<file path="src/verilog/uart_line_modem_status_regs.vh">
// Register offsets, field positions and reset values for the line and
// modem status block. Assumes APB with 32-bit data, one word per register.
// Contract
// - Any error or exit flag halts DMA
// - Bit 0 sets on receiver overrun
// - Bit 1 sets on parity error
// - Framing error flag sets on framing error
// - Bit 3 sets on received break
// - Sticky flags clear only by writing one; the code also clears them on a soft reset
// - Bit 4 reads one while receive register full
// - Bit 5 resets one, reads one when transmit empty
// - Modem bit 0 latches clear-to-send change
// - Modem bit 1 latches set-ready change
// - Modem bit 2 latches ring trailing edge
// - Modem bit 3 latches carrier change
// - Loopback: modem bit 4 shows control bit 5
// - Loopback: modem bit 5 shows control bit 4
// - Loopback: modem bit 6 shows control bit 6
// - Loopback: modem bit 7 shows control bit 7
// - Level bits read one when input low
// - Control bit 2 selects loopback wiring
// - Mask bit 1 gates status interrupt
// - Mask bit 2 gates transmit/receive interrupts
`ifndef UART_LINE_MODEM_STATUS_REGS_VH
`define UART_LINE_MODEM_STATUS_REGS_VH

// Word index inside a channel window (paddr[3:2])
`define REG_LINE_STATUS    2'h0
`define REG_MODEM_STATUS   2'h1
`define REG_MODEM_CONTROL  2'h2
`define REG_IRQ_MASK       2'h3
// Channel window stride is 16 bytes: channel number sits in paddr[5:4]
`define CH_LSB             4

// Field positions
`define MC_SOFT_RESET      0
`define MC_LOOPBACK        2
`define MC_DTR             4
`define MC_RTS             5
`define MASK_MODEM_IE      0
`define MASK_STATUS_IE     1
`define MASK_TX_RX_IE      2

// Reset values and writable masks
`define MC_RESET           8'h00
`define MC_WMASK           8'hf6
`define MASK_RESET         3'h0
`define TXE_RESET          1'b1
`define PIN_IDLE           5'h1f

`endif
</file>
<file path="src/verilog/uart_line_modem_status.v">
// Line status and modem status logic for a set of UART channels,
// with the modem control and interrupt mask registers they depend on.
// Assumes receiver events arrive as one-cycle pulses on this clock and
// modem pins arrive asynchronously from outside.
`timescale 1ns/10ps
`include "uart_line_modem_status_regs.vh"

module uart_line_modem_status #(
   parameter CHANNELS = 2,
   parameter AW       = 8
) (
   input  wire                clock,
   input  wire                rst_b,
   input  wire                psel,
   input  wire                penable,
   input  wire                pwrite,
   input  wire [AW-1:0]       paddr,
   input  wire [31:0]         pwdata,
   output reg  [31:0]         prdata,
   output reg                 pready,
   output reg                 pslverr,
   input  wire [CHANNELS-1:0] rx_overrun,
   input  wire [CHANNELS-1:0] rx_parity_err,
   input  wire [CHANNELS-1:0] rx_framing_err,
   input  wire [CHANNELS-1:0] rx_break,
   input  wire [CHANNELS-1:0] rx_data_full,
   input  wire [CHANNELS-1:0] tx_data_empty,
   input  wire [CHANNELS-1:0] exit_flag,
   input  wire [CHANNELS-1:0] tx_serial,
   input  wire [CHANNELS-1:0] serial_in,
   input  wire [CHANNELS-1:0] cts_n,
   input  wire [CHANNELS-1:0] dsr_n,
   input  wire [CHANNELS-1:0] ri_n,
   input  wire [CHANNELS-1:0] cd_n,
   output reg  [CHANNELS-1:0] serial_out,
   output reg  [CHANNELS-1:0] rx_serial,
   output reg  [CHANNELS-1:0] dtr_n,
   output reg  [CHANNELS-1:0] rts_n,
   output reg  [CHANNELS-1:0] dma_halt,
   output reg  [CHANNELS-1:0] status_irq,
   output reg  [CHANNELS-1:0] rx_irq,
   output reg  [CHANNELS-1:0] tx_irq,
   output reg  [CHANNELS-1:0] modem_irq
);

   localparam [2:0] NCH = CHANNELS;

   wire [1:0]            ch_idx;
   wire [1:0]            reg_idx;
   wire                  addr_bad;
   wire                  wr_en;
   wire [CHANNELS*8-1:0] ch_rd;
   wire [7:0]            rd_byte;
   wire [CHANNELS-1:0]   halt_w;
   wire [CHANNELS-1:0]   sirq_w;
   wire [CHANNELS-1:0]   rirq_w;
   wire [CHANNELS-1:0]   tirq_w;
   wire [CHANNELS-1:0]   mirq_w;
   wire [CHANNELS-1:0]   sout_w;
   wire [CHANNELS-1:0]   rxs_w;
   wire [CHANNELS-1:0]   dtr_w;
   wire [CHANNELS-1:0]   rts_w;

   // Address decode; anything outside the channel windows is an error
   assign ch_idx   = paddr[`CH_LSB+1:`CH_LSB];
   assign reg_idx  = paddr[3:2];
   assign addr_bad = (paddr[1:0] != 2'h0) || (paddr[AW-1:6] != 0) ||
                     ({1'b0, ch_idx} >= NCH);
   assign rd_byte  = addr_bad ? 8'h00 : ch_rd[ch_idx*8 +: 8];

   // Writes land only at the access edge that completes the transfer
   assign wr_en = psel && penable && pready && pwrite && !pslverr;

   // APB slave: one wait-free access phase, data captured at setup.
   // Capturing at setup keeps prdata a flip-flop output.
   always @(posedge clock) begin
      if (!rst_b) begin
         pready  <= 1'b0;
         pslverr <= 1'b0;
         prdata  <= 32'h0000_0000;
      end else if (psel && !penable && !pready) begin
         pready  <= 1'b1;
         pslverr <= addr_bad;
         prdata  <= pwrite ? 32'h0000_0000 : {24'h00_0000, rd_byte};
      end else begin
         pready  <= 1'b0;
         pslverr <= 1'b0;
      end
   end

   genvar i;
   generate
      for (i = 0; i < CHANNELS; i = i + 1) begin : chan
         localparam [1:0] IDX = i;

         reg  [4:0] pin_s1_r;
         reg  [4:0] pin_s2_r;
         reg  [3:0] level_r;
         reg  [3:0] delta_r;
         reg  [3:0] err_r;
         reg        rxf_r;
         reg        txe_r;
         reg        srst_r;
         reg  [7:0] mcr_r;
         reg  [2:0] mask_r;
         reg  [7:0] rd_r;

         wire       hit;
         wire       loop;
         wire [3:0] loop_lvl;
         wire [3:0] level;
         wire [3:0] delta_ev;
         wire [3:0] err_ev;
         wire [3:0] err_clr;
         wire [3:0] delta_clr;

         assign hit  = wr_en && (ch_idx == IDX);
         assign loop = mcr_r[`MC_LOOPBACK];

         // Order is {carrier, ring, set ready, clear to send}
         assign loop_lvl = {mcr_r[7], mcr_r[6], mcr_r[4], mcr_r[5]};
         // Pins are active low, so level bits are inverted pins
         assign level = loop ? loop_lvl : ~pin_s2_r[3:0];

         // Changes against the previous level; ring only on release
         assign delta_ev = {level[3] ^ level_r[3],
                            level_r[2] & ~level[2],
                            level[1] ^ level_r[1],
                            level[0] ^ level_r[0]};

         assign err_ev = {rx_break[i], rx_framing_err[i],
                          rx_parity_err[i], rx_overrun[i]};

         // Write-one-to-clear strobes; a zero bit leaves the flag alone
         assign err_clr   = (hit && reg_idx == `REG_LINE_STATUS) ?
                            pwdata[3:0] : 4'h0;
         assign delta_clr = (hit && reg_idx == `REG_MODEM_STATUS) ?
                            pwdata[3:0] : 4'h0;

         // Modem pins cross into the clock domain through two flops
         always @(posedge clock) begin
            if (!rst_b) begin
               pin_s1_r <= `PIN_IDLE;
               pin_s2_r <= `PIN_IDLE;
            end else begin
               pin_s1_r <= {serial_in[i], cd_n[i], ri_n[i], dsr_n[i], cts_n[i]};
               pin_s2_r <= pin_s1_r;
            end
         end

         // Control and mask registers survive a soft reset
         always @(posedge clock) begin
            if (!rst_b) begin
               mcr_r  <= `MC_RESET;
               mask_r <= `MASK_RESET;
            end else begin
               if (hit && reg_idx == `REG_MODEM_CONTROL) begin
                  mcr_r <= pwdata[7:0] & `MC_WMASK;
               end
               if (hit && reg_idx == `REG_IRQ_MASK) begin
                  mask_r <= pwdata[2:0];
               end
            end
         end

         // Soft reset pulse: bit reads one for the cycle it acts
         always @(posedge clock) begin
            if (!rst_b) begin
               srst_r <= 1'b0;
            end else begin
               srst_r <= hit && (reg_idx == `REG_MODEM_CONTROL) &&
                         pwdata[`MC_SOFT_RESET];
            end
         end

         // Sticky flags: a new event in the clearing cycle wins
         always @(posedge clock) begin
            if (!rst_b || srst_r) begin
               err_r   <= 4'h0;
               delta_r <= 4'h0;
               level_r <= 4'h0;
               rxf_r   <= 1'b0;
               txe_r   <= `TXE_RESET;
            end else begin
               err_r   <= (err_r & ~err_clr) | err_ev;
               delta_r <= (delta_r & ~delta_clr) | delta_ev;
               level_r <= level;
               rxf_r   <= rx_data_full[i];
               txe_r   <= tx_data_empty[i];
            end
         end

         // Read view; unused status bits are fixed at zero
         always @* begin
            case (reg_idx)
               `REG_LINE_STATUS:   rd_r = {2'b00, txe_r, rxf_r, err_r};
               `REG_MODEM_STATUS:  rd_r = {level_r, delta_r};
               `REG_MODEM_CONTROL: rd_r = {mcr_r[7:1], srst_r};
               default:            rd_r = {5'h00, mask_r};
            endcase
         end

         assign ch_rd[i*8 +: 8] = rd_r;

         // Halt holds while any error flag or exit stays set
         assign halt_w[i] = (|err_r) | exit_flag[i];
         assign sirq_w[i] = mask_r[`MASK_STATUS_IE] & (|err_r);
         assign rirq_w[i] = mask_r[`MASK_TX_RX_IE] & rxf_r;
         assign tirq_w[i] = mask_r[`MASK_TX_RX_IE] & txe_r;
         assign mirq_w[i] = mask_r[`MASK_MODEM_IE] & (|delta_r);

         // Loopback: line idles high and the transmitter feeds the receiver
         assign sout_w[i] = loop ? 1'b1 : tx_serial[i];
         assign rxs_w[i]  = loop ? tx_serial[i] : pin_s2_r[4];
         // Handshake pins go inactive in loopback since the bits are looped
         assign dtr_w[i]  = loop ? 1'b1 : ~mcr_r[`MC_DTR];
         assign rts_w[i]  = loop ? 1'b1 : ~mcr_r[`MC_RTS];
      end
   endgenerate

   // All pin and request outputs leave from flip-flops
   always @(posedge clock) begin
      if (!rst_b) begin
         serial_out <= {CHANNELS{1'b1}};
         rx_serial  <= {CHANNELS{1'b1}};
         dtr_n      <= {CHANNELS{1'b1}};
         rts_n      <= {CHANNELS{1'b1}};
         dma_halt   <= {CHANNELS{1'b0}};
         status_irq <= {CHANNELS{1'b0}};
         rx_irq     <= {CHANNELS{1'b0}};
         tx_irq     <= {CHANNELS{1'b0}};
         modem_irq  <= {CHANNELS{1'b0}};
      end else begin
         serial_out <= sout_w;
         rx_serial  <= rxs_w;
         dtr_n      <= dtr_w;
         rts_n      <= rts_w;
         dma_halt   <= halt_w;
         status_irq <= sirq_w;
         rx_irq     <= rirq_w;
         tx_irq     <= tirq_w;
         modem_irq  <= mirq_w;
      end
   end

endmodule // uart_line_modem_status

</file>
<file path="config.mk">
export PLATFORM = sky130hd
export DESIGN_NAME = uart_line_modem_status
export DESIGN_NICKNAME = d
export VERILOG_FILES = /design/src/verilog/uart_line_modem_status.v
export VERILOG_INCLUDE_DIRS = /design/src /design/src/verilog
export SDC_FILE = /design/constraint.sdc
export NUM_CORES = 1
export LEC_CHECK = 0
export BUFFER_PORTS_ARGS = -buffer_cell sky130_fd_sc_hd__buf_2
export CELL_PAD_IN_SITES_DETAIL_PLACEMENT = 1
export CELL_PAD_IN_SITES_GLOBAL_PLACEMENT = 1
export CORE_ASPECT_RATIO = 2
export CORE_MARGIN = 4
export CORE_UTILIZATION = 37
export DETAILED_ROUTE_END_ITERATION = 6
export GPL_TIMING_DRIVEN = 0
export PLACE_DENSITY = 0.89
export SLEW_MARGIN = 10
export SYNTH_ARGS = -nofsm -noshare
export SYNTH_HDL_FRONTEND = slang
export SYNTH_SLANG_ARGS = --single-unit
</file>
<file path="constraint.sdc">
create_clock -name clock -period 1.9 [get_ports clock]
set_input_delay 0.095 -clock clock [delete_from_list [all_inputs] [get_ports clock]]
set_output_delay 0.095 -clock clock [all_outputs]
set_load 0.1 [all_outputs]
</file>
; Word level (Yosys, flattened, before mapping)
; Cells that the tools add are included.
[totals]
register_bits = 120
out_inout_bits = 52
in_bits = 71
word_cells = 130
[op_classes]
shift = 1
n_eq_ne = 4
n_lt_le_gt_ge = 1
n_reduce_logical = 37
bitwise_logic = 39
n_mux = 13
[ops]
columns = op, n
row1 = case mux 8 bit (3 select lines), 2
row2 = 2-to-1 mux 4 bit, 6
row3 = NOT 4 bit, 6
row4 = logical AND 1 bit, 18
row5 = bitwise AND 4 bit, 4
row6 = 2-to-1 mux 8 bit, 2
row7 = OR 4 bit, 4
row8 = OR reduction 4 bit, 4
row9 = variable part select 16 x 6 -> 8 bit, 1
row10 = bitwise AND 1 bit, 10
row11 = NOT 1 bit, 7
row12 = XOR 1 bit, 6
row13 = == test 2 x 1 -> 1 bit (second input constant), 2
row14 = == test 2 bit (second input constant), 2
row15 = zero test 1 bit, 4
row16 = zero test 2 bit, 2
row17 = logical OR 1 bit, 4
row18 = nonzero test 2 bit, 2
row19 = OR reduction 2 bit, 2
row20 = 2-to-1 mux 1 bit, 3
row21 = >= comparator 2 bit (second input constant), 1
row22 = OR 1 bit, 2
row23 = AND reduction 2 bit, 1

; Longest topological paths before layout
; Gate-level depths: netlist of run 1.
[logic_depth]
depth_word = 10
ltp_mapped = 7
depth_no_buf = 4

; Worst setup path before layout of run 1
; Ideal clock, no wire load.
[synth_path]
path_type = register to register
start = register pready
end = register chan[1].mask_r[0]
synth_period_minus_slack_ns = 2.016
setup_ns = 0.072
path_buffers = 0
path_slack_ns = -0.116
path_stages_with_launch = 5
t_required_ns = 1.828
t_arrival_ns = 1.944
cell_sequence = dfxtp_1 > and3b_1 > nand3_1 > nor2_1 > mux2i_1
[synth_via]
elab_chain_len = 5
[synth_lines]
columns = item, line_no
row1 = from (decl), uart_line_modem_status.v:20  ; output reg pready,
row2 = from (signal assigned), uart_line_modem_status.v:78  ; pready <= 1'b0;
row3 = from (signal assigned), uart_line_modem_status.v:82  ; pready <= 1'b1;
row4 = from (signal assigned), uart_line_modem_status.v:86  ; pready <= 1'b0;
row5 = logical AND 1 bit (3 in series), uart_line_modem_status.v:72  ; assign wr_en = psel && penable && pready && pwrite && !pslverr;
row6 = logical AND 1 bit, uart_line_modem_status.v:117  ; assign hit = wr_en && (ch_idx == IDX);
row7 = logical AND 1 bit (no source line), -
row8 = to (signal assigned), uart_line_modem_status.v:155  ; mask_r <= `MASK_RESET;
row9 = to (signal assigned), uart_line_modem_status.v:161  ; mask_r <= pwdata[2:0];
row10 = to (decl), uart_line_modem_status.v:105  ; reg [2:0] mask_r;
; Every way passes these cells.
; A chain may end at the register's enable or synchronous reset.

; Worst setup path after layout of run 1
[layout_path]
start = register pslverr
end = register chan[1].mask_r[0]
[layout_via]
elab_chain_len = 4
[layout_lines]
columns = item, line_no
row1 = from (decl), uart_line_modem_status.v:21  ; output reg pslverr,
row2 = from (signal assigned), uart_line_modem_status.v:83  ; pslverr <= addr_bad;
row3 = zero test 1 bit, uart_line_modem_status.v:72
row4 = logical AND 1 bit, uart_line_modem_status.v:72
row5 = logical AND 1 bit, uart_line_modem_status.v:117
row6 = logical AND 1 bit (no source line), -
; Every way passes these cells.

==> out/summary.txt, run 1 <==
outcome - complete, no violations
ANT nets after route - 0
top-count cell post-synth - dfxtp_1
Mean Syn Cell Area - 9.53 um2
Vias - 3248
initial antenna violation count - 0
Synth cell types - 36
DRC errors left - 0
RSZ-0062 raised after global routing - false
area leader, netlist - dfxtp_1
setup TNS - 0 ps
Pwr Density - 906 nW/um2
critical path class - reg -> reg
Post-Synth Adder-Cell Area - 0
part of the cycle the worst path needs - 0.874
switching power - 1.24 mW
P_leak - 2.12 nW
FF-to-FF path depth - 4
area of the multi-input gates - 1540 um2
CTS root buf - clkbuf_16
CP arrival - 1940 ps
first-pass GRT wire length - 18.2 mm
Post-Syn Area - 3720 um2
number of buffers created by CTS - 9
VDD IR max - 490 uV
main combinational cell family by area after synthesis - simple AND/OR/NAND/NOR gates
TritonRoute pass-1 iters - 4
vias in the first global route - 3696
Syn Inst Count - 390
Worst Hold Class - in -> reg
Final setup viols - 0
Clock Skew - 7.70 ps
CTS max path bufs - 2
Top Layer Used - met4
post-layout util - 0.497
Sink Count - 96
Post-Layout Cell Count - 658
Simple-Gate Fraction of Synth Area - 0.173
Slew HR - 0.344
GPL Wtd Cong - 0.940
largest net degree at the start of global routing - 16
WP depth - 4
Setup crit start kind - flip-flop
met2 WL post-DR - 6.21 mm
global-route usage over all layers - 0.206
max_cap viols - 0
Ports - 123
Die W - 78.9 um
filler cell count - 1178
final hold violation count - 0
Core Region - 9760 um2
Seq cells post-synth - 96
final slew viol count - 0
Seq pwr share - 0.479
post-synthesis mux area share - 0.0962
Sw Ratio - 0.283
async set-or-reset flop fraction in the synthesized netlist - 0
slowest cell delay on critical path - 430 ps
DR WL met3 - 590 um
ys flop type - dfxtp_1
CP Max Fanout - 9
nets - 592
Tightest Pin Transition - 976 ps
Port Buf Inserts - 72
HPWL after DPL - 8.68 mm
ANT cells - 0
delay-heaviest family, CP - simple AND/OR/NAND/NOR gates
Initial DRC Count - 214
htree depth - 3
Synth area leaders - dfxtp_1 (52%), mux2i_1 (5.4%), o21ai_0 (5.1%), buf_4 (4.8%), nand2b_1 (4.4%)
area delta synth->final - 30.4%
Pint - 3.15 mW
CP max stage cell - nor2_1
final hold slack - 28.3 ps
combinational cell fraction of total power - 0.147
layout cells sized above 1 - 0.243
total grt overflow - 0
Clock Pin Slew Worst Setup and Hold Paths - 70 ps
Routed WL - 11.4 mm
die outline area - 11800 um2
die height - 150 um
Starting Density - 0.381
worst-skew pair later-pin latency - 350 ps
EDFF count, synth - 0
YS warnings - 0
Tmin final - 1660 ps
data required time of the critical path - 2180 ps
# rows - 51
Reg area - 1920 um2
Seq/Total Area, Yosys - 0.517
hold depth - 3
crit path capture type - flip-flop
Post-synth top cells - dfxtp_1 (96), nand2_1 (38), o21ai_0 (38)
clock power share - 0.374
met1 WL - 3.64 mm
per-cell routed wire length - 17.3 um
Synth top area share - 0.517
CP Cell Sequence - and3b_1 > nand3_1 > nor2_1 > mux2i_1
Peak Freq - 602 MHz
CTS tree - yes
XOR/XNOR share of the synthesized area - 0.0141
Synth Area in Compound Gates - 0.107
DP Cell Count - 617
Vias/cell - 4.94
CP Buf/Inv Count - 0
## routing by layer
metal	vias to the layer above	track usage
li1	1531	-
met3	55	0.0452
met1	1526	0.176
met2	136	0.381
met4	0	0.188
met5	-	0
## stage by stage
stage,total power [mW],area (um2),setup WS [ps]
finish,4.39,4850,239
global route,4.57,4850,101
CTS,4.42,4850,261
detailed placement,2.75,4330,33.2
global placement,2.73,4330,50.9
floorplan,2.61,3810,39.8
## worst reg2reg max path: stages (launching register included)
cell	delay, ps
dfxtp_1	310
and3b_1	300
nand3_1	320
nor2_1	430
mux2i_1	230
## cell type report
cell class / count / area share
Multi-Input combinational cell: 254 / 0.318
Tap cell: 132 / 0.0341
Clock inverter: 5 / 0.00697
Clock buffer: 11 / 0.0480
Timing Repair Buffer: 97 / 0.126
Buffer: 44 / 0.0552
Sequential cell: 96 / 0.397
Inverter: 19 / 0.0147
## flip-flops by register name, indices dropped and copies added, names as in the netlist, 6 cells and up
name and flops:
chan.err_r 8, chan.level_r 8, chan.mask_r 6, prdata 8
chan.delta_r 8, chan.pin_s2_r 10, chan.pin_s1_r 10, chan.mcr_r 12
## path summary, 6_finish.rpt
path	endpoint	startpoint	slack [ps]
hold reg to reg	chan[0].pin_s2_r[2]	chan[0].pin_s1_r[2]	410
setup reg to reg	chan[1].mask_r[0]	pslverr	240
setup / recovery	chan[1].mask_r[0]	pslverr	240
hold / removal	chan[0].err_r[1]	rx_parity_err[0]	30
## what timing repair did
action	in CTS	in global routing
setup buffers	0	0
endpoints found under the hold margin	26	0
hold buffers	25	0
setup endpoints to repair	0	0
resized for setup	0	0
## logic make-up (layout without fill, tap and decap cells)
kind of cell / count (synthesis) / in the layout
simple gates: 126 / 126
flops: 96 / 96
compound gates: 71 / 71
buf+inv: 63 / 176
mux: 27 / 27
xor+xnor: 6 / 6
other cells: 1 / 24
## power groups by stage
stage          clock [mW]  combinational (mW)  sequential, mW
6_report             1.64               0.645            2.11
3_5_place_dp            0               0.598            2.15
3_3_place_gp            0               0.585            2.15
4_1_cts              1.68               0.641            2.10
2_1_floorplan           0               0.410            2.20
5_1_grt              1.78               0.685            2.11
## cell usage in the layout, fill, tap and decap left out, types with 2 or more instances in the layout
master | synthesis | routed
a21oi_1 | 18 | 18
a22oi_1 | 4 | 4
a32o_1 | 2 | 2
and3_1 | 4 | 4
buf_1 | 2 | 2
buf_2 | 4 | 76
buf_4 | 24 | 24
clkbuf_1 | 13 | 15
clkbuf_16 | 0 | 9
clkinv_2 | 0 | 2
clkinvlp_4 | 0 | 2
conb_1 | 1 | 24
dfxtp_1 | 96 | 95
dlygate4sd3_1 | 0 | 25
inv_1 | 19 | 19
mux2i_1 | 20 | 20
mux4_2 | 7 | 7
nand2_1 | 38 | 38
nand2b_1 | 26 | 26
nand3_1 | 17 | 17
nand4_1 | 2 | 2
nor2_1 | 19 | 19
nor2b_1 | 7 | 7
nor4_1 | 2 | 2
o211ai_1 | 2 | 2
o21a_1 | 2 | 2
o21ai_0 | 38 | 38
o22a_1 | 2 | 2
or2_2 | 3 | 3
or4_1 | 3 | 3
xor2_1 | 6 | 6
(Power assumes the default switching activity.)
==> run 2, diff against run 1 <==
RECOVER_POWER = 50   (was not set)
SETUP_SLACK_MARGIN = 0.02   (was not set)
==> run 2 against run 1 <==
  * Count of clock-buffer cells in the layout did not move
  * Via count fell by 0.77%
  * Highest routed layer unchanged
  * Combinational power barely moved
  * Sequential power barely moved
  * Largest power group unchanged
  * Global-route usage did not move
  * Critical path depth did not move
  * Design area fell by 0.59%
  * Flip-flop and latch count did not move
  * Largest cell class unchanged
  * Core utilization fell by 0.29 points
  * Critical endpoint unchanged
  * First-iteration DRC count fell by 11%
  * Total power barely moved
==> out/summary.txt, run 2 (synthesis results as in run 1) <==
outcome - complete, no violations
slowest cell delay on critical path - 430 ps
Peak Freq - 591 MHz
Setup crit start kind - flip-flop
PostCTS Resize Cnt - 0
ANT nets after route - 0
CP Max Fanout - 9
max_cap viols - 0
Pwr Density - 911 nW/um2
vias in the first global route - 3696
RSZ-0062 raised after global routing - false
filler cell count - 1186
Ports - 123
crit path capture type - flip-flop
per-cell routed wire length - 17.3 um
CTS max path bufs - 2
layout cells sized above 1 - 0.200
Port Buf Inserts - 72
final hold slack - 25.5 ps
global-route usage over all layers - 0.206
Tmin final - 1690 ps
max reg flops - 12
Initial DRC Count - 190
Starting Density - 0.381
overall power - 4.39 mW
CP arrival - 1970 ps
Worst Hold Class - in -> reg
initial antenna violation count - 0
HPWL after DPL - 8.68 mm
Vias/cell - 4.90
total grt overflow - 0
area delta synth->final - 29.6%
htree depth - 3
data required time of the critical path - 2180 ps
Sink Count - 96
final slew viol count - 0
R2R setup slack - 210 ps
# rows - 51
part of the cycle the worst path needs - 0.891
ANT cells - 0
VDD IR max - 495 uV
commonest non-fill, non-tap cell in the layout - dfxtp_1
most frequent cells in the layout - dfxtp_1 (96), buf_2 (47), nand2_1 (38), o21ai_0 (38), clkbuf_1 (37)
largest register by flop count - chan.mcr_r
CTS tree - yes
die height - 150 um
GPL Wtd Cong - 0.940
largest net degree at the start of global routing - 16
P_leak - 2.05 nW
Die W - 78.9 um
CP Buf/Inv Count - 0
CTS root buf - clkbuf_16
Clock Pin Slew Worst Setup and Hold Paths - 70 ps
Tightest Pin Transition - 1180 ps
TritonRoute pass-1 iters - 4
worst-skew pair later-pin latency - 350 ps
Clock Skew - 7.67 ps
first-pass GRT wire length - 18.2 mm
Vias - 3223
CP Cell Sequence - and3b_1 > nand3_1 > nor2_1 > mux2i_1
CP max stage cell - nor2_1
DRC errors left - 0
number of buffers created by CTS - 9
delay-heaviest family, CP - simple AND/OR/NAND/NOR gates
largest registers - chan.mcr_r x12, chan.pin_s1_r x10, chan.pin_s2_r x10
final hold violation count - 0
Final setup viols - 0
nets - 592
critical path class - reg -> reg
die outline area - 11800 um2
Routed WL - 11.4 mm
Slew HR - 0.218
Core Region - 9760 um2
setup TNS - 0 ps
run 2: report_power, final:
part           switching [mW]  total, mW  internal (mW)  leakage (nW)
sequential             0.0322       2.11           2.07         0.786
combinational           0.452      0.642          0.190          1.13
clock                   0.760       1.64          0.885         0.126
total                    1.24       4.39           3.15          2.05
run 2: metrics by stage:
step	cell area, um2	instances	setup slack (ps)	util
2_1_floorplan	3810	413	39.8	-
3_3_place_gp	4330	617	50.9	0.444
3_5_place_dp	4330	617	33.2	0.444
4_1_cts	4850	658	261	0.497
5_1_grt	4820	658	57.3	0.494
6_report	4820	658	207	0.494
run 2: worst reg2reg max path, stage by stage, from the launching register on:
cell	delay [ps]
dfxtp_1	370
and3b_1	270
nand3_1	330
nor2_1	430
mux2i_1	230
run 2: layout make-up:
cell class / instances / area (um2) / share of cell area
well taps: 132 / 165 / 0.0343
plain buffers: 44 / 268 / 0.0556
multi-input cells: 254 / 1540 / 0.320
inverters: 19 / 71.3 / 0.0148
repair buffers: 97 / 583 / 0.121
clock buffers: 11 / 233 / 0.0483
clock inverters: 5 / 33.8 / 0.00701
flip-flops and latches: 96 / 1920 / 0.399
run 2: repair_timing:
item                      CTS  global route
hold endpoints to repair   26             0
hold buffers               25             0
setup buffers               0             0
run 2: path summary, 6_finish.rpt:
path,startpoint,end,depth (start not counted)
worst max-delay path,pready,chan[1].mask_r[0],4
worst max register to register,pready,chan[1].mask_r[0],4
worst min register to register,chan[0].pin_s1_r[2],chan[0].pin_s2_r[2],1
worst min-delay path,rx_parity_err[0],chan[0].err_r[1],3
run 2: routing by layer:
metal / track usage / share of wire / up-vias
li1: - / - / 1529
met1: 0.176 / 0.32 / 1513
met4: 0.188 / 0.082 / 0
met2: 0.381 / 0.55 / 126
met5: 0 / 0 / -
met3: 0.0452 / 0.050 / 55
==> run 3, diff against run 2 <==
--- a/config.mk
+++ b/config.mk
@@ -19,3 +19,3 @@
 export SETUP_SLACK_MARGIN = 0.02
-export SLEW_MARGIN = 10
+export SLEW_MARGIN = 40
 export SYNTH_ARGS = -nofsm -noshare
==> constraint.sdc (replaced) <==
create_clock -name clock -period 1.9 [get_ports clock]
set_input_delay 0.57 -clock clock [delete_from_list [all_inputs] [get_ports clock]]
set_output_delay 0.57 -clock clock [all_outputs]
set_load 0.1 [all_outputs]
==> run 3 against run 2 <==
  * Non-clock buffer count decreased by 24
  * Register-to-register slack improved by 210 ps
  * Hold slack improved by 370 ps
  * Critical path depth increased by 1
  * Critical endpoint is now prdata[4]
  * First-iteration DRC count increased by 17%
  * Via count decreased by 1.8%
  * Sequential share of layout area increased by 1.6 points
==> out/summary.txt, run 3 (synthesis results as in run 1) <==
cts hold-fix bufs - 0
outcome - complete, no violations
delay-heaviest family, CP - simple AND/OR/NAND/NOR gates
CP arrival - 2110 ps
overall power - 4.37 mW
die outline area - 11800 um2
largest register by flop count - chan.mcr_r
Tmin final - 1820 ps
ANT nets after route - 0
DRC errors left - 0
number of buffers created by CTS - 9
Pwr Density - 943 nW/um2
RSZ-0062 raised after global routing - false
max reg flops - 12
worst-skew pair later-pin latency - 360 ps
most frequent cells in the layout - dfxtp_1 (95), buf_2 (63), nand2_1 (38), o21ai_0 (38)
layout cells sized above 1 - 0.271
setup TNS - 0 ps
Vias - 3164
largest registers - chan.mcr_r x12, chan.pin_s1_r x10, chan.pin_s2_r x10
P_leak - 2.04 nW
Slew HR - 0.562
slowest cell delay on critical path - 560 ps
CTS root buf - clkbuf_16
Port Buf Inserts - 72
largest net degree at the start of global routing - 16
crit path capture type - flip-flop
per-cell routed wire length - 17.6 um
nets - 568
final setup margin - 82.6 ps
data required time of the critical path - 2190 ps
part of the cycle the worst path needs - 0.957
vias in the first global route - 3562
Die W - 78.9 um
die height - 150 um
CP Buf/Inv Count - 1
Routed WL - 11.1 mm
CTS max path bufs - 2
pre-CTS setup slack - -442 ps
# rows - 51
Core Region - 9760 um2
TritonRoute pass-1 iters - 5
Peak Freq - 550 MHz
VDD IR max - 509 uV
Sink Count - 96
Initial DRC Count - 223
CP Cell Sequence - buf_2 > or4_4 > or4_4 > a21oi_4 > a32o_1
Clock Pin Slew Worst Setup and Hold Paths - 60 ps
final hold violation count - 0
Setup crit start kind - primary input
max_cap viols - 0
Tightest Pin Transition - 656 ps
global-route usage over all layers - 0.199
CP max stage cell - or4_4
ANT cells - 0
CP Max Fanout - 7
critical path class - in -> reg
Worst Hold Class - in -> reg
htree depth - 3
final slew viol count - 0
Vias/cell - 4.99
Final setup viols - 0
Starting Density - 0.381
CTS tree - yes
total grt overflow - 0
Ports - 123
HPWL after DPL - 8.68 mm
most used cell, CP - or4_4
GPL Wtd Cong - 0.940
first-pass GRT wire length - 17.6 mm
Clock Skew - 7.22 ps
area delta synth->final - 24.6%
initial antenna violation count - 0
commonest non-fill, non-tap cell in the layout - dfxtp_1
[run 3: what timing repair did]
action	CTS	global route
setup endpoints to repair	8	17
pin swaps	0	2
resized for setup	5	9
setup buffers	0	2
[run 3: worst register-to-register path, stage by stage (launching register included)]
cell	delay [ps]
dfxtp_1	300
clkbuf_1	420
mux2i_1	340
xor2_1	200
a21oi_1	80
[run 3: metal layers]
metal  wire length [um]  GRT usage  vias to the layer above
met4                764      0.168                        0
met1               3570      0.168                     1508
met3                615     0.0464                       45
li1                   -          -                     1476
met5                  0          0                        -
met2               6200      0.376                      135
[run 3: area by class of cell]
class	count	area, um2
Inverter	19	71.3
Buffer	43	269
Fill cell	1187	5130
Sequential cell	96	1920
Timing Repair Buffer	74	374
Tap cell	132	165
Multi-Input combinational cell	254	1560
Clock buffer	11	233
Clock inverter	5	33.8
[run 3: stage by stage]
stage	area [um2]	instances	util	hold WS (ps)
6_report	4630	634	0.474	394
5_1_grt	4630	634	0.474	401
4_1_cts	4620	633	0.473	387
3_5_place_dp	4330	617	0.444	396
3_3_place_gp	4330	617	0.444	393
2_1_floorplan	3810	413	-	384
[run 3: worst paths after layout]
check                      startpoint             endpoint  slack [ps]  cells past startpoint
hold reg to reg   chan[0].pin_s1_r[2]  chan[0].pin_s2_r[2]         410                      1
setup reg to reg     chan[1].mcr_r[2]   chan[1].delta_r[1]         420                      4
setup / recovery             paddr[1]            prdata[4]          80                      5
hold / removal           serial_in[1]  chan[1].pin_s1_r[4]         390                      2
[run 3: where the power goes]
part	internal [mW]	switching [mW]	total, mW	leakage, nW
clock	0.885	0.768	1.65	0.126
combinational	0.160	0.447	0.608	1.12
sequential	2.07	0.0319	2.11	0.786
